`config.mk`:
```
export PLATFORM = sky130hd
export DESIGN_NAME = spi_port
export DESIGN_NICKNAME = d
export VERILOG_FILES = /design/src/rtl/spi_port_pkg.sv /design/src/rtl/spi_port.sv
export SDC_FILE = /design/constraint.sdc
export NUM_CORES = 1
export LEC_CHECK = 0
export BUFFER_PORTS_ARGS = -buffer_cell sky130_fd_sc_hd__buf_2
export CAP_MARGIN = 10
export CORE_UTILIZATION = 50
export DETAILED_ROUTE_END_ITERATION = 12
export PLACE_DENSITY = 0.74
export SLEW_MARGIN = 20
export SYNTH_ARGS = -nofsm -noshare
export SYNTH_HDL_FRONTEND = slang
export SYNTH_SLANG_ARGS = --single-unit
```
`constraint.sdc`:
```
create_clock -name clk_sys -period 5.4 [get_ports clk_sys]
set_clock_uncertainty 0.1 [all_clocks]
set_input_delay 0.27 -clock clk_sys [delete_from_list [all_inputs] [get_ports clk_sys]]
set_output_delay 0.27 -clock clk_sys [all_outputs]
set_load 0.05 [all_outputs]
```
`src/rtl/spi_port_pkg.sv`:
```
package spi_port_pkg;
  // ==========================================================================
  // Register indices (printed offsets 21h..23h kept as word indices)
  localparam logic [1:0] IDX_DATA    = 2'h1;
  localparam logic [1:0] IDX_CONTROL = 2'h2;
  localparam logic [1:0] IDX_CSR     = 2'h3;

  // ==========================================================================
  // Control register fields
  localparam int CR_IRQ_EN   = 7;
  localparam int CR_PORT_OE  = 6;
  localparam int CR_HALF_DIV = 5;
  localparam int CR_MASTER   = 4;
  localparam int CR_CLOCK_POLARITY     = 3;
  localparam int CR_CLOCK_PHASE     = 2;
  localparam int CR_RATE_HI  = 1;
  localparam int CR_RATE_LO  = 0;

  // ==========================================================================
  // Control/status register fields
  localparam int CS_DONE     = 7;
  localparam int CS_WRITE_COLLISION_FLAG     = 6;
  localparam int CS_OVR      = 5;
  localparam int CS_MODE_FAULT_FLAG     = 4;
  localparam int CS_OUT_DIS  = 2;
  localparam int CS_SOFT_MGT = 1;
  localparam int CS_SOFT_LVL = 0;

  localparam logic [7:0] CONTROL_RESET = 8'h00;
  localparam logic [7:0] CSR_RESET     = 8'h00;
  localparam logic [7:0] DATA_RESET    = 8'h00;
  localparam logic [3:0] BIT_COUNT     = 4'h8;

  // Half-periods of SCK in clk_sys cycles, minus one, per divider code
  localparam logic [5:0] HALF_DIV4   = 6'h01;
  localparam logic [5:0] HALF_DIV8   = 6'h03;
  localparam logic [5:0] HALF_DIV16  = 6'h07;
  localparam logic [5:0] HALF_DIV32  = 6'h0F;
  localparam logic [5:0] HALF_DIV64  = 6'h1F;
  localparam logic [5:0] HALF_DIV128 = 6'h3F;
endpackage

```
`src/rtl/spi_port.sv`:
```
// The address map and the plain strobed port were left to the implementer.
`timescale 1ns/10ps
// Behaviour
// - With irq enable set, done, mode fault or overrun raise the interrupt.
// - Port output enable resets to zero, gates pins, cleared on mode fault.
// - Master select drives SCK and swaps data pins; cleared by mode fault.
// - Master SCK divisors /4,/8,/16,/32,/64,/128 by half divider and rate bits.
// - Divider and rate bits have no effect in slave mode.
// - Clock polarity sets SCK idle level in both modes.
// - Clock phase 0 captures on first edge, 1 on second edge.
// - Done flag set at byte end; cleared by status access then data access.
// - While done is set, data writes are ignored until status is read or written.
// - Write collision flag set when data written during a transfer.
// - Overrun set when new byte completes while done is still set.
// - Mode fault set when select goes low in master mode.
// - Mode fault clears by control access while set, then control write.
// - Output disable stops driving MOSI as master or MISO as slave.
// - Soft select management uses soft level instead of the select pin.
// - Soft select level 0 selects, 1 deselects.
// - In master mode a data write while idle and not blocked starts one byte exchange.
// - Received byte copied to read buffer at end unless done is still set; reads return the buffer.
// - Data write loads the shift register directly.
// - Slave completion wakes from halt; extra bytes before clear set overrun.
// - Done, mode fault and overrun share one request; only done gives the halt wake.
// - A colliding write is dropped and the transfer continues.
module spi_port
(
  input  wire logic       clk_sys,
  input  wire logic       rstn,
  input  wire logic [1:0] reg_addr,
  input  wire logic [7:0] reg_wdata,
  input  wire logic       reg_wr,
  input  wire logic       reg_rd,
  output logic      [7:0] reg_rdata,
  output logic            irq,
  output logic            halt_wake,
  input  wire logic       sck_in,
  output logic            sck_out,
  output logic            sck_oe,
  input  wire logic       mosi_in,
  output logic            mosi_out,
  output logic            mosi_oe,
  input  wire logic       miso_in,
  output logic            miso_out,
  output logic            miso_oe,
  input  wire logic       select_n_in,
  output logic            port_active
);

  typedef enum logic [2:0]
  {
    ST_IDLE = 3'b001,
    ST_LEAD = 3'b010,
    ST_TRAIL = 3'b100
  } xfer_state_e;

  // ==========================================================================
  // Registers
  logic [7:0]  spi_control;
  logic [7:0]  csr_sw;
  logic        done_flag;
  logic        write_collision_flag_flag;
  logic        ovr_flag;
  logic        mode_fault_flag_flag;
  logic [7:0]  read_buf;
  logic [7:0]  shift_reg;
  logic        csr_seen;
  logic        mode_fault_flag_seen;
  xfer_state_e state;
  logic [3:0]  bit_cnt;
  logic [5:0]  div_cnt;
  logic        sample_bit;
  logic        sck_int;

  // ==========================================================================
  // Pin synchronisers
  logic [2:0] sck_sync;
  logic [1:0] mosi_sync;
  logic [1:0] ssn_sync;

  always_ff @(posedge clk_sys or negedge rstn)
  begin
    if (!rstn)
    begin
      sck_sync  <= 3'h0;
      mosi_sync <= 2'h0;
      ssn_sync  <= 2'h3;
    end
    else
    begin
      sck_sync  <= {sck_sync[1:0], sck_in};
      mosi_sync <= {mosi_sync[0], mosi_in};
      ssn_sync  <= {ssn_sync[0], select_n_in};
    end
  end

  // ==========================================================================
  // Decode
  wire enabled   = spi_control[spi_port_pkg::CR_PORT_OE];
  wire is_master = spi_control[spi_port_pkg::CR_MASTER];
  wire clock_polarity      = spi_control[spi_port_pkg::CR_CLOCK_POLARITY];
  wire clock_phase      = spi_control[spi_port_pkg::CR_CLOCK_PHASE];
  wire soft_mgt  = csr_sw[spi_port_pkg::CS_SOFT_MGT];
  wire sel_n     = soft_mgt ? csr_sw[spi_port_pkg::CS_SOFT_LVL] : ssn_sync[1];
  wire busy      = (state != ST_IDLE);

  wire acc_data = (reg_wr | reg_rd) && reg_addr == spi_port_pkg::IDX_DATA;
  wire acc_ctrl = (reg_wr | reg_rd) && reg_addr == spi_port_pkg::IDX_CONTROL;
  wire wr_ctrl  = reg_wr && reg_addr == spi_port_pkg::IDX_CONTROL;
  wire rd_csr   = reg_rd && reg_addr == spi_port_pkg::IDX_CSR;
  wire acc_csr  = (reg_wr | reg_rd) && reg_addr == spi_port_pkg::IDX_CSR;
  wire wr_csr   = reg_wr && reg_addr == spi_port_pkg::IDX_CSR;
  wire wr_data  = reg_wr && reg_addr == spi_port_pkg::IDX_DATA;

  // writes blocked while done set and status not yet read or written
  wire wr_blocked = done_flag && !csr_seen;
  wire collide    = wr_data && busy && !wr_blocked;
  wire load       = wr_data && !busy && !wr_blocked;

  wire mode_fault_flag_event = enabled && is_master && !sel_n;

  // divider selection; only read in master mode
  logic [5:0] half_div;
  always_comb
  begin
    case ({spi_control[spi_port_pkg::CR_HALF_DIV],
           spi_control[spi_port_pkg::CR_RATE_HI:spi_port_pkg::CR_RATE_LO]})
      3'b100:  half_div = spi_port_pkg::HALF_DIV4;
      3'b000:  half_div = spi_port_pkg::HALF_DIV8;
      3'b001:  half_div = spi_port_pkg::HALF_DIV16;
      3'b110:  half_div = spi_port_pkg::HALF_DIV32;
      3'b010:  half_div = spi_port_pkg::HALF_DIV64;
      default: half_div = spi_port_pkg::HALF_DIV128;
    endcase
  end

  // ==========================================================================
  // Serial edge events
  wire m_tick    = is_master && busy && div_cnt == half_div;
  wire s_sel     = enabled && !is_master && !sel_n;
  wire s_rise    = sck_sync[1] && !sck_sync[2];
  wire s_fall    = !sck_sync[1] && sck_sync[2];
  // idle level; leading edge is capture when phase is 0
  wire s_lead    = s_sel && (clock_polarity ? s_fall : s_rise);
  wire s_trail   = s_sel && (clock_polarity ? s_rise : s_fall);
  wire lead_ev   = is_master ? (m_tick && state == ST_LEAD) : s_lead;
  wire trail_ev  = is_master ? (m_tick && state == ST_TRAIL) : s_trail;
  wire capture   = clock_phase ? trail_ev : lead_ev;
  wire shift_ev  = clock_phase ? lead_ev : trail_ev;
  // Master MISO is launched by our own SCK, same clock, so no synchroniser delay
  wire serial_in = is_master ? miso_in : mosi_sync[1];
  wire last_edge = trail_ev && bit_cnt == spi_port_pkg::BIT_COUNT - 4'h1;
  wire complete  = last_edge;
  // Phase 1 keeps the first bit on the line through the first leading edge
  wire first_lead = state == ST_IDLE || bit_cnt == 4'h0;

  // ==========================================================================
  // Transfer engine
  always_ff @(posedge clk_sys or negedge rstn)
  begin
    if (!rstn)
    begin
      state      <= ST_IDLE;
      bit_cnt    <= 4'h0;
      div_cnt    <= 6'h00;
      shift_reg  <= spi_port_pkg::DATA_RESET;
      sample_bit <= 1'b0;
      sck_int    <= 1'b0;
    end
    else
    begin
      div_cnt <= m_tick || !busy ? 6'h00 : div_cnt + 6'h01;
      if (load)
      begin
        shift_reg <= reg_wdata;
        bit_cnt   <= 4'h0;
      end
      else if (shift_ev && !(clock_phase == 1'b0 && last_edge) && !(clock_phase && first_lead))
        shift_reg <= {shift_reg[6:0], sample_bit};
      if (capture)
        sample_bit <= serial_in;
      case (state)
        ST_IDLE:
        begin
          sck_int <= 1'b0;
          if ((load && is_master && enabled) || s_lead)
          begin
            state <= s_lead ? ST_TRAIL : ST_LEAD;
            if (s_lead)
              bit_cnt <= 4'h0;
          end
        end
        ST_LEAD:
        begin
          if (!enabled)
            state <= ST_IDLE;
          else if (lead_ev)
          begin
            sck_int <= 1'b1;
            state   <= ST_TRAIL;
          end
        end
        ST_TRAIL:
        begin
          if (!enabled || (!is_master && sel_n && clock_phase == 1'b0 && !s_trail))
            state <= sel_n && !is_master ? ST_IDLE : state;
          if (!enabled)
            state <= ST_IDLE;
          else if (trail_ev)
          begin
            sck_int <= 1'b0;
            bit_cnt <= bit_cnt + 4'h1;
            state   <= complete ? ST_IDLE : ST_LEAD;
          end
        end
        default: state <= ST_IDLE;
      endcase
    end
  end

  // Final capture bit joins the shifted byte
  // Phase 1 captures the last bit on the completing edge itself
  wire [7:0] rx_byte = clock_phase ? {shift_reg[6:0], serial_in}
                            : {shift_reg[6:0], sample_bit};

  // ==========================================================================
  // Software registers and flags
  always_ff @(posedge clk_sys or negedge rstn)
  begin
    if (!rstn)
    begin
      spi_control <= spi_port_pkg::CONTROL_RESET;
      csr_sw      <= spi_port_pkg::CSR_RESET;
      done_flag   <= 1'b0;
      write_collision_flag_flag   <= 1'b0;
      ovr_flag    <= 1'b0;
      mode_fault_flag_flag   <= 1'b0;
      read_buf    <= spi_port_pkg::DATA_RESET;
      csr_seen    <= 1'b0;
      mode_fault_flag_seen   <= 1'b0;
    end
    else
    begin
      if (wr_csr)
        csr_sw <= {5'h00, reg_wdata[spi_port_pkg::CS_OUT_DIS:spi_port_pkg::CS_SOFT_LVL]};
      // Status access only counts while a flag it clears is pending
      csr_seen <= acc_data ? 1'b0 : (acc_csr && (done_flag || write_collision_flag_flag) ? 1'b1 : csr_seen);
      mode_fault_flag_seen <= acc_ctrl && mode_fault_flag_flag ? 1'b1 : mode_fault_flag_seen && mode_fault_flag_flag;
      if (wr_ctrl)
      begin
        spi_control <= reg_wdata;
        if (mode_fault_flag_flag && !mode_fault_flag_seen)
        begin
          spi_control[spi_port_pkg::CR_PORT_OE] <= 1'b0;
          spi_control[spi_port_pkg::CR_MASTER]  <= 1'b0;
        end
      end
      // hardware clears enable and master on fault
      if (mode_fault_flag_event)
      begin
        spi_control[spi_port_pkg::CR_PORT_OE] <= 1'b0;
        spi_control[spi_port_pkg::CR_MASTER]  <= 1'b0;
      end
      if (mode_fault_flag_event)
        mode_fault_flag_flag <= 1'b1;
      else if (wr_ctrl && mode_fault_flag_seen)
        mode_fault_flag_flag <= 1'b0;
      if (complete)
      begin
        done_flag <= 1'b1;
        if (!done_flag)
          read_buf <= rx_byte;
      end
      else if (acc_data && csr_seen)
        done_flag <= 1'b0;
      if (complete && done_flag)
        ovr_flag <= 1'b1;
      else if (rd_csr)
        ovr_flag <= 1'b0;
      if (collide)
        write_collision_flag_flag <= 1'b1;
      else if (acc_data && csr_seen)
        write_collision_flag_flag <= 1'b0;
    end
  end

  // ==========================================================================
  // Read path
  wire [7:0] csr_view = {done_flag, write_collision_flag_flag, ovr_flag, mode_fault_flag_flag, 1'b0,
                         csr_sw[2:0]};
  logic [7:0] next_rdata;
  always_comb
  begin
    case (reg_addr)
      spi_port_pkg::IDX_DATA:    next_rdata = read_buf;
      spi_port_pkg::IDX_CONTROL: next_rdata = spi_control;
      spi_port_pkg::IDX_CSR:     next_rdata = csr_view;
      default:                   next_rdata = 8'h00;
    endcase
  end

  always_ff @(posedge clk_sys or negedge rstn)
  begin
    if (!rstn)
      reg_rdata <= 8'h00;
    else
      reg_rdata <= reg_rd ? next_rdata : 8'h00;
  end

  // ==========================================================================
  // Pins and requests
  wire out_dis = csr_sw[spi_port_pkg::CS_OUT_DIS];
  wire tx_bit  = shift_reg[7];
  assign irq         = spi_control[spi_port_pkg::CR_IRQ_EN]
                       && (done_flag || mode_fault_flag_flag || ovr_flag);
  assign halt_wake   = spi_control[spi_port_pkg::CR_IRQ_EN] && done_flag
                       && !is_master;
  assign port_active = enabled;
  // master drives SCK at idle polarity
  assign sck_out     = clock_polarity ^ sck_int;
  assign sck_oe      = enabled && is_master;
  assign mosi_out    = tx_bit;
  assign mosi_oe     = enabled && is_master && !out_dis;
  assign miso_out    = tx_bit;
  assign miso_oe     = enabled && !is_master && !out_dis && !sel_n;

endmodule // spi_port

```
==> results of run 1 <==
## repair_timing
item                                    4_1_cts  5_1_grt
endpoints found under the setup margin        0        0
hold buffers                                  3        0
hold endpoints to repair                      3        0
## stage by stage
stage	area [um2]	hold WS [ns]	power (mW)
3_5_place_dp	3380	0.237	1.02
3_3_place_gp	3380	0.235	1.01
6_report	3620	-0.0150	1.44
5_1_grt	3620	0.0730	1.52
4_1_cts	3620	0.00829	1.45
2_1_floorplan	3170	-0.126	0.926
## per-layer routing
| layer | global-route usage | wire length, um | vias up |
|---|---|---|---|
| li1 | - | - | 1076 |
| met3 | 0.0433 | 271 | 11 |
| met2 | 0.342 | 3080 | 62 |
| met1 | 0.312 | 3150 | 1118 |
| met4 | 0.119 | 126 | 0 |
| met5 | 0 | 0 | - |
## layout make-up
class | instances | area share
multi-input combinational | 198 | 0.415
timing repair buffer | 38 | 0.0574
clock inverter | 5 | 0.0156
tap | 75 | 0.0259
inverter | 7 | 0.00726
sequential | 63 | 0.437
clock buffer | 11 | 0.0418
## path summary, 6_finish.rpt
path | start | endpoint | slack [ns] | depth (start not counted)
min in group clk_sys | reg_wdata[7] | spi_control[7] | 0.07 | 2
hold / removal | rstn | div_cnt[3] | -0.01 | 2
hold reg to reg | sck_sync[0] | sck_sync[1] | 0.25 | 0
setup reg to reg | state[0] | shift_reg[4] | 2.77 | 6
max in group asynchronous | rstn | mosi_sync[1] | 4.69 | 2
setup / recovery | state[0] | shift_reg[4] | 2.77 | 6
## synth_stat cells (7+ instances only)
| library cell | count |
|---|---|
| nor2b_1 | 15 |
| a21oi_1 | 9 |
| clkbuf_1 | 7 |
| mux2_4 | 8 |
| mux2_2 | 31 |
| dfrtp_1 | 60 |
| a22oi_1 | 8 |
| nand2_1 | 22 |
| o21ai_0 | 11 |
| nor2_1 | 17 |
| inv_1 | 7 |
| nand3_1 | 7 |
## worst max-delay path, cell delays in order (launching register included)
cell	delay [ns]
dfstp_2	0.56
and2b_1	0.16
nor2b_1	0.38
a211oi_1	0.11
a32o_1	0.23
a211oi_2	0.56
mux2_2	0.41
## cell families (layout without fill, tap and decap cells)
kind of cell | after synthesis | in the layout
adders and majority gates | 3 | 3
xor gates and xnor gates | 7 | 7
and+or+nand+nor | 90 | 90
muxes | 44 | 44
DFF | 63 | 63
AOI/OAI and AO/OA | 54 | 54
buffers and inverters | 18 | 61
## layout by cell type, fill, tap and decap left out, types with 9 or more instances in the layout
cell / synthesis / layout
nand2_1: 22 / 22
nor2_1: 17 / 17
o21ai_0: 11 / 11
clkbuf_8: 0 / 11
buf_2: 1 / 34
nor2b_1: 15 / 15
mux2_2: 31 / 31
a21oi_1: 9 / 9
dfrtp_1: 60 / 60
## report_power, final
group          internal, mW  total (mW)  switching, mW
Combinational         0.152       0.365          0.213
Sequential            0.557       0.651         0.0944
Clock                 0.237       0.423          0.186
==> flow_summary_export.csv, run 1 <==
group,metric,value,unit
clock_network,cts_setup_buffers,0,
synth,synth_compound_area_frac,0.127,
synth,avgSynthCellArea,11.4,um2
cells_and_area,fill_cells,522,
min_path,hold_class,"in2async",
sta,rsz0062_at_grt,"no",
clock_network,cts_buffer_depth,2,
grt,grt_pass1_vias,2208,
placed_design,dpl_worst_slack,2.78,ns
synth,synth_top_family_by_area,"multiplexers",
sta,hold_viol,13,
floorplan,core-area,6030,um2
synth,yosysTopAreaCell,"dfrtp_1",
synth,synth_warnings,0,
cells_and_area,instances_no_fill,397,
synth,synthFlopType,"dfrtp_1",
clock_network,clk_latency,0.34,ns
cells_and_area,num_antenna_cells,0,
critical_path,cp_max_fo,8,
drt,route.detailed.drc,0,
floorplan,die_height,81.6,um
grt,antenna_found_initial,0,
placed_design,placedCellCount,378,
synth,netlist.area_leader.share,0.474,
critical_path,cp-end-kind,"flop",
cells_and_area,seqCellArea,1580,um2
sta,final.min_clock_period,2.63,ns
grt,grt_pass1_wl,10.8,mm
synth,synth_fa_ha_area_frac,0.0118,
synth,synth-simple-area-share,0.152,
critical_path,crit_required,5.52,ns
cells_and_area,finalNetCount,338,
synth,synth_nets,300,
clock_network,cts_made_buffers,9,
clock_network,root_buffer,"clkbuf_8",
outcome,violations,"hold timing",
drt,via_per_inst,5.71,
synth,synth-edff-count,0,
drt,firstDrtPassIters,4,
drt,drt-total-wl,6.63,mm
sta,setup_violations,0,
floorplan,start_util,0.526,
sta,fin_crit_sh,0.488,
clock_network,cts_tree,"built",
pwr,powerDensity,398,nW/um2
run,drv_cap,0,
drt,route.vias.total,2267,
sta,setup_tns,0,ns
cells_and_area,area_delta_synth_final,14.3,%
clock_network,htree_levels,3,
sta,hold_ws,-0.0150,ns
outcome,status,"finished with violations",
synth,yosysSeqAreaShare,0.499,
placed_design,place_congestion,0.977,
cells_and_area,final_util,0.601,
synth,synth-async-reset-ratio,1.00,
synth,netlist_area,3170,um2
floorplan,die_width,81.6,um
clock_network,clkTransAtPathRegs,0.07,ns
synth,netlist_instances,279,
placed_design,post-dp-hpwl,4.72,mm
cells_and_area,multi_input_area,1500,um2
synth,synthTopCellsByArea,"dfrtp_1, mux2_2, mux2_4, nor2b_1, nand2_1",
sta,maxClockFrequency,0.380,GHz
drt,ant_nets,0,
synth,synthMuxAreaShare,0.164,
critical_path,critical_path_class,"reg2reg",
floorplan,fp-row-count,28,
drt,wl_per_cell,16.7,um
pwr,leakage,1.67,nW
sta,fin_ws,2.77,ns
sta,tightestPinTransition,0.887,ns
sta,relSlewSlack,0.407,
synth,synth_cell_type_count,54,
critical_path,worstSetupStartpointType,"flop",
grt,grt_usage,0.227,
grt,overflow,0,
synth,synth_xor_area_frac,0.0194,
floorplan,die_area,6660,um2
clock_network,cts_resized,0,
sta,slew_viol_final,0,
clock_network,cts.sinks,63,
drt,dr.first_iter.drc_count,233,
pwr,vdd_drop_max,0.279,mV
placed_design,port_buffers,34,
grt,grt_start_max_net_pins,64,
cells_and_area,layout-drive-gt1-share,0.317,
critical_path,cp_data_arrival_time,2.76,ns
floorplan,pin_count,35,
synth,synth_seq_cells,63,
Power figures use the tool's default switching activity.
==> inputs of run 2 (changes only) <==
==> constraint.sdc (replaced) <==
create_clock -name clk_sys -period 2.6 [get_ports clk_sys]
set_clock_uncertainty 0.1 [all_clocks]
set_input_delay 0.13 -clock clk_sys [delete_from_list [all_inputs] [get_ports clk_sys]]
set_output_delay 0.13 -clock clk_sys [all_outputs]
set_load 0.05 [all_outputs]
==> flow_summary_export.csv, run 2 (synthesis gave the netlist of run 1 again) <==
group,metric,value,unit
clock_network,root_buffer,"clkbuf_8",
cells_and_area,num_antenna_cells,0,
pwr,powerDensity,797,nW/um2
sta,slew_viol_final,0,
sta,relSlewSlack,0.495,
placed_design,placedCellCount,390,
pwr,total_power,3.03,mW
cells_and_area,instances_no_fill,418,
clock_network,cts_made_buffers,9,
placed_design,post-dp-hpwl,5.01,mm
min_path,hold_class,"in2reg",
outcome,status,"finished, final reports clean",
sta,hold_viol,0,
drt,dr.first_iter.drc_count,180,
floorplan,die_height,81.6,um
sta,rsz0062_at_grt,"no",
critical_path,critical_path_class,"reg2reg",
cells_and_area,area_delta_synth_final,20.1,%
placed_design,place_congestion,0.909,
critical_path,cp_max_fo,8,
clock_network,cts_buffer_depth,2,
grt,grt_usage,0.238,
pwr,vdd_drop_max,0.534,mV
floorplan,start_util,0.526,
sta,final.min_clock_period,2.46,ns
floorplan,fp-row-count,28,
sta,setup_violations,0,
drt,route.detailed.drc,0,
sta,tightestPinTransition,0.757,ns
sta,hold_ws,0.0119,ns
critical_path,critPathLaunch,"spi_control[0]",
grt,overflow,0,
floorplan,die_width,81.6,um
drt,drt-total-wl,6.93,mm
cells_and_area,layout-drive-gt1-share,0.332,
floorplan,pin_count,35,
cells_and_area,finalNetCount,359,
sta,setup_tns,0,ns
cells_and_area,layout_common_cells,"dfrtp_1, buf_2, mux2_2",
drt,route.vias.total,2350,
drt,firstDrtPassIters,5,
critical_path,cp_data_arrival_time,2.58,ns
grt,antenna_found_initial,0,
clock_network,cts_tree,"built",
cells_and_area,final_common_cell,"dfrtp_1",
min_path,min_from,"reg_wdata[6]",
critical_path,crit_required,2.71,ns
critical_path,r2r-start,"spi_control[0]",
pwr,leakage,1.77,nW
clock_network,cts.sinks,63,
grt,grt_start_max_net_pins,36,
placed_design,port_buffers,34,
floorplan,core-area,6030,um2
grt,grt_pass1_vias,2256,
grt,grt_pass1_wl,11.4,mm
clock_network,htree_levels,3,
drt,ant_nets,0,
critical_path,cp-end-kind,"flop",
clock_network,clk_latency,0.34,ns
drt,via_per_inst,5.62,
clock_network,clkTransAtPathRegs,0.07,ns
critical_path,worstSetupStartpointType,"flop",
run,drv_cap,0,
floorplan,die_area,6660,um2
sta,fin_crit_sh,0.947,
sta,maxClockFrequency,0.406,GHz
drt,wl_per_cell,16.6,um
==> run 2: layout make-up <==
type                       instances  area [um2]
multi-input combinational        198        1520
clock inverter                     4        45.0
inverter                           7        26.3
fill                             474        2220
clock buffer                      12         155
timing repair buffer              59         388
sequential                        63        1580
tap                               75        93.8
==> run 2: path summary, 6_finish.rpt <==
path	endpoint	slack, ns	cells after the start
max	read_buf[1]	0.14	6
min	spi_control[6]	0.01	3
max reg2reg	read_buf[1]	0.14	6
min reg2reg	sck_sync[1]	0.25	0
max in group asynchronous	ssn_sync[0]	1.34	3
min in group asynchronous	spi_control[0]	0.30	2
==> run 2: worst max-delay path, cell delays in order, from the launching register on <==
cell and delay (ns):
dfrtp_1 0.45, and4bb_1 0.29, o311ai_2 0.15, a211oi_4 0.45, a21oi_2 0.12, or3_4 0.44, mux2_4 0.33
==> run 2: layer usage <==
layer / up-vias / global-route usage / part of all wire
met1: 1159 / 0.328 / 0.46
li1: 1117 / - / -
met5: - / 0 / 0
met3: 17 / 0.0522 / 0.046
met2: 57 / 0.360 / 0.47
met4: 0 / 0.104 / 0.022
==> run 2: per-stage QoR <==
step           area (um2)  setup WS, ns   util
2_1_floorplan        3170         0.235      -
3_3_place_gp         3470        0.0999  0.576
3_5_place_dp         3470        0.0567  0.576
4_1_cts              3790        0.0157  0.629
5_1_grt              3800        0.0268  0.631
6_report             3800         0.137  0.631
==> run 2: report_power, final <==
part | switching (mW) | internal [mW] | leakage, nW
sequential | 0.168 | 1.16 | 0.808
clock | 0.361 | 0.490 | 0.106
combinational | 0.490 | 0.366 | 0.861
==> run 2: what timing repair did <==
item,CTS,global route
gates resized for setup,0,2
setup buffers,0,0
endpoints found under the hold margin,49,0
setup endpoints to repair,0,16
hold buffers,12,0
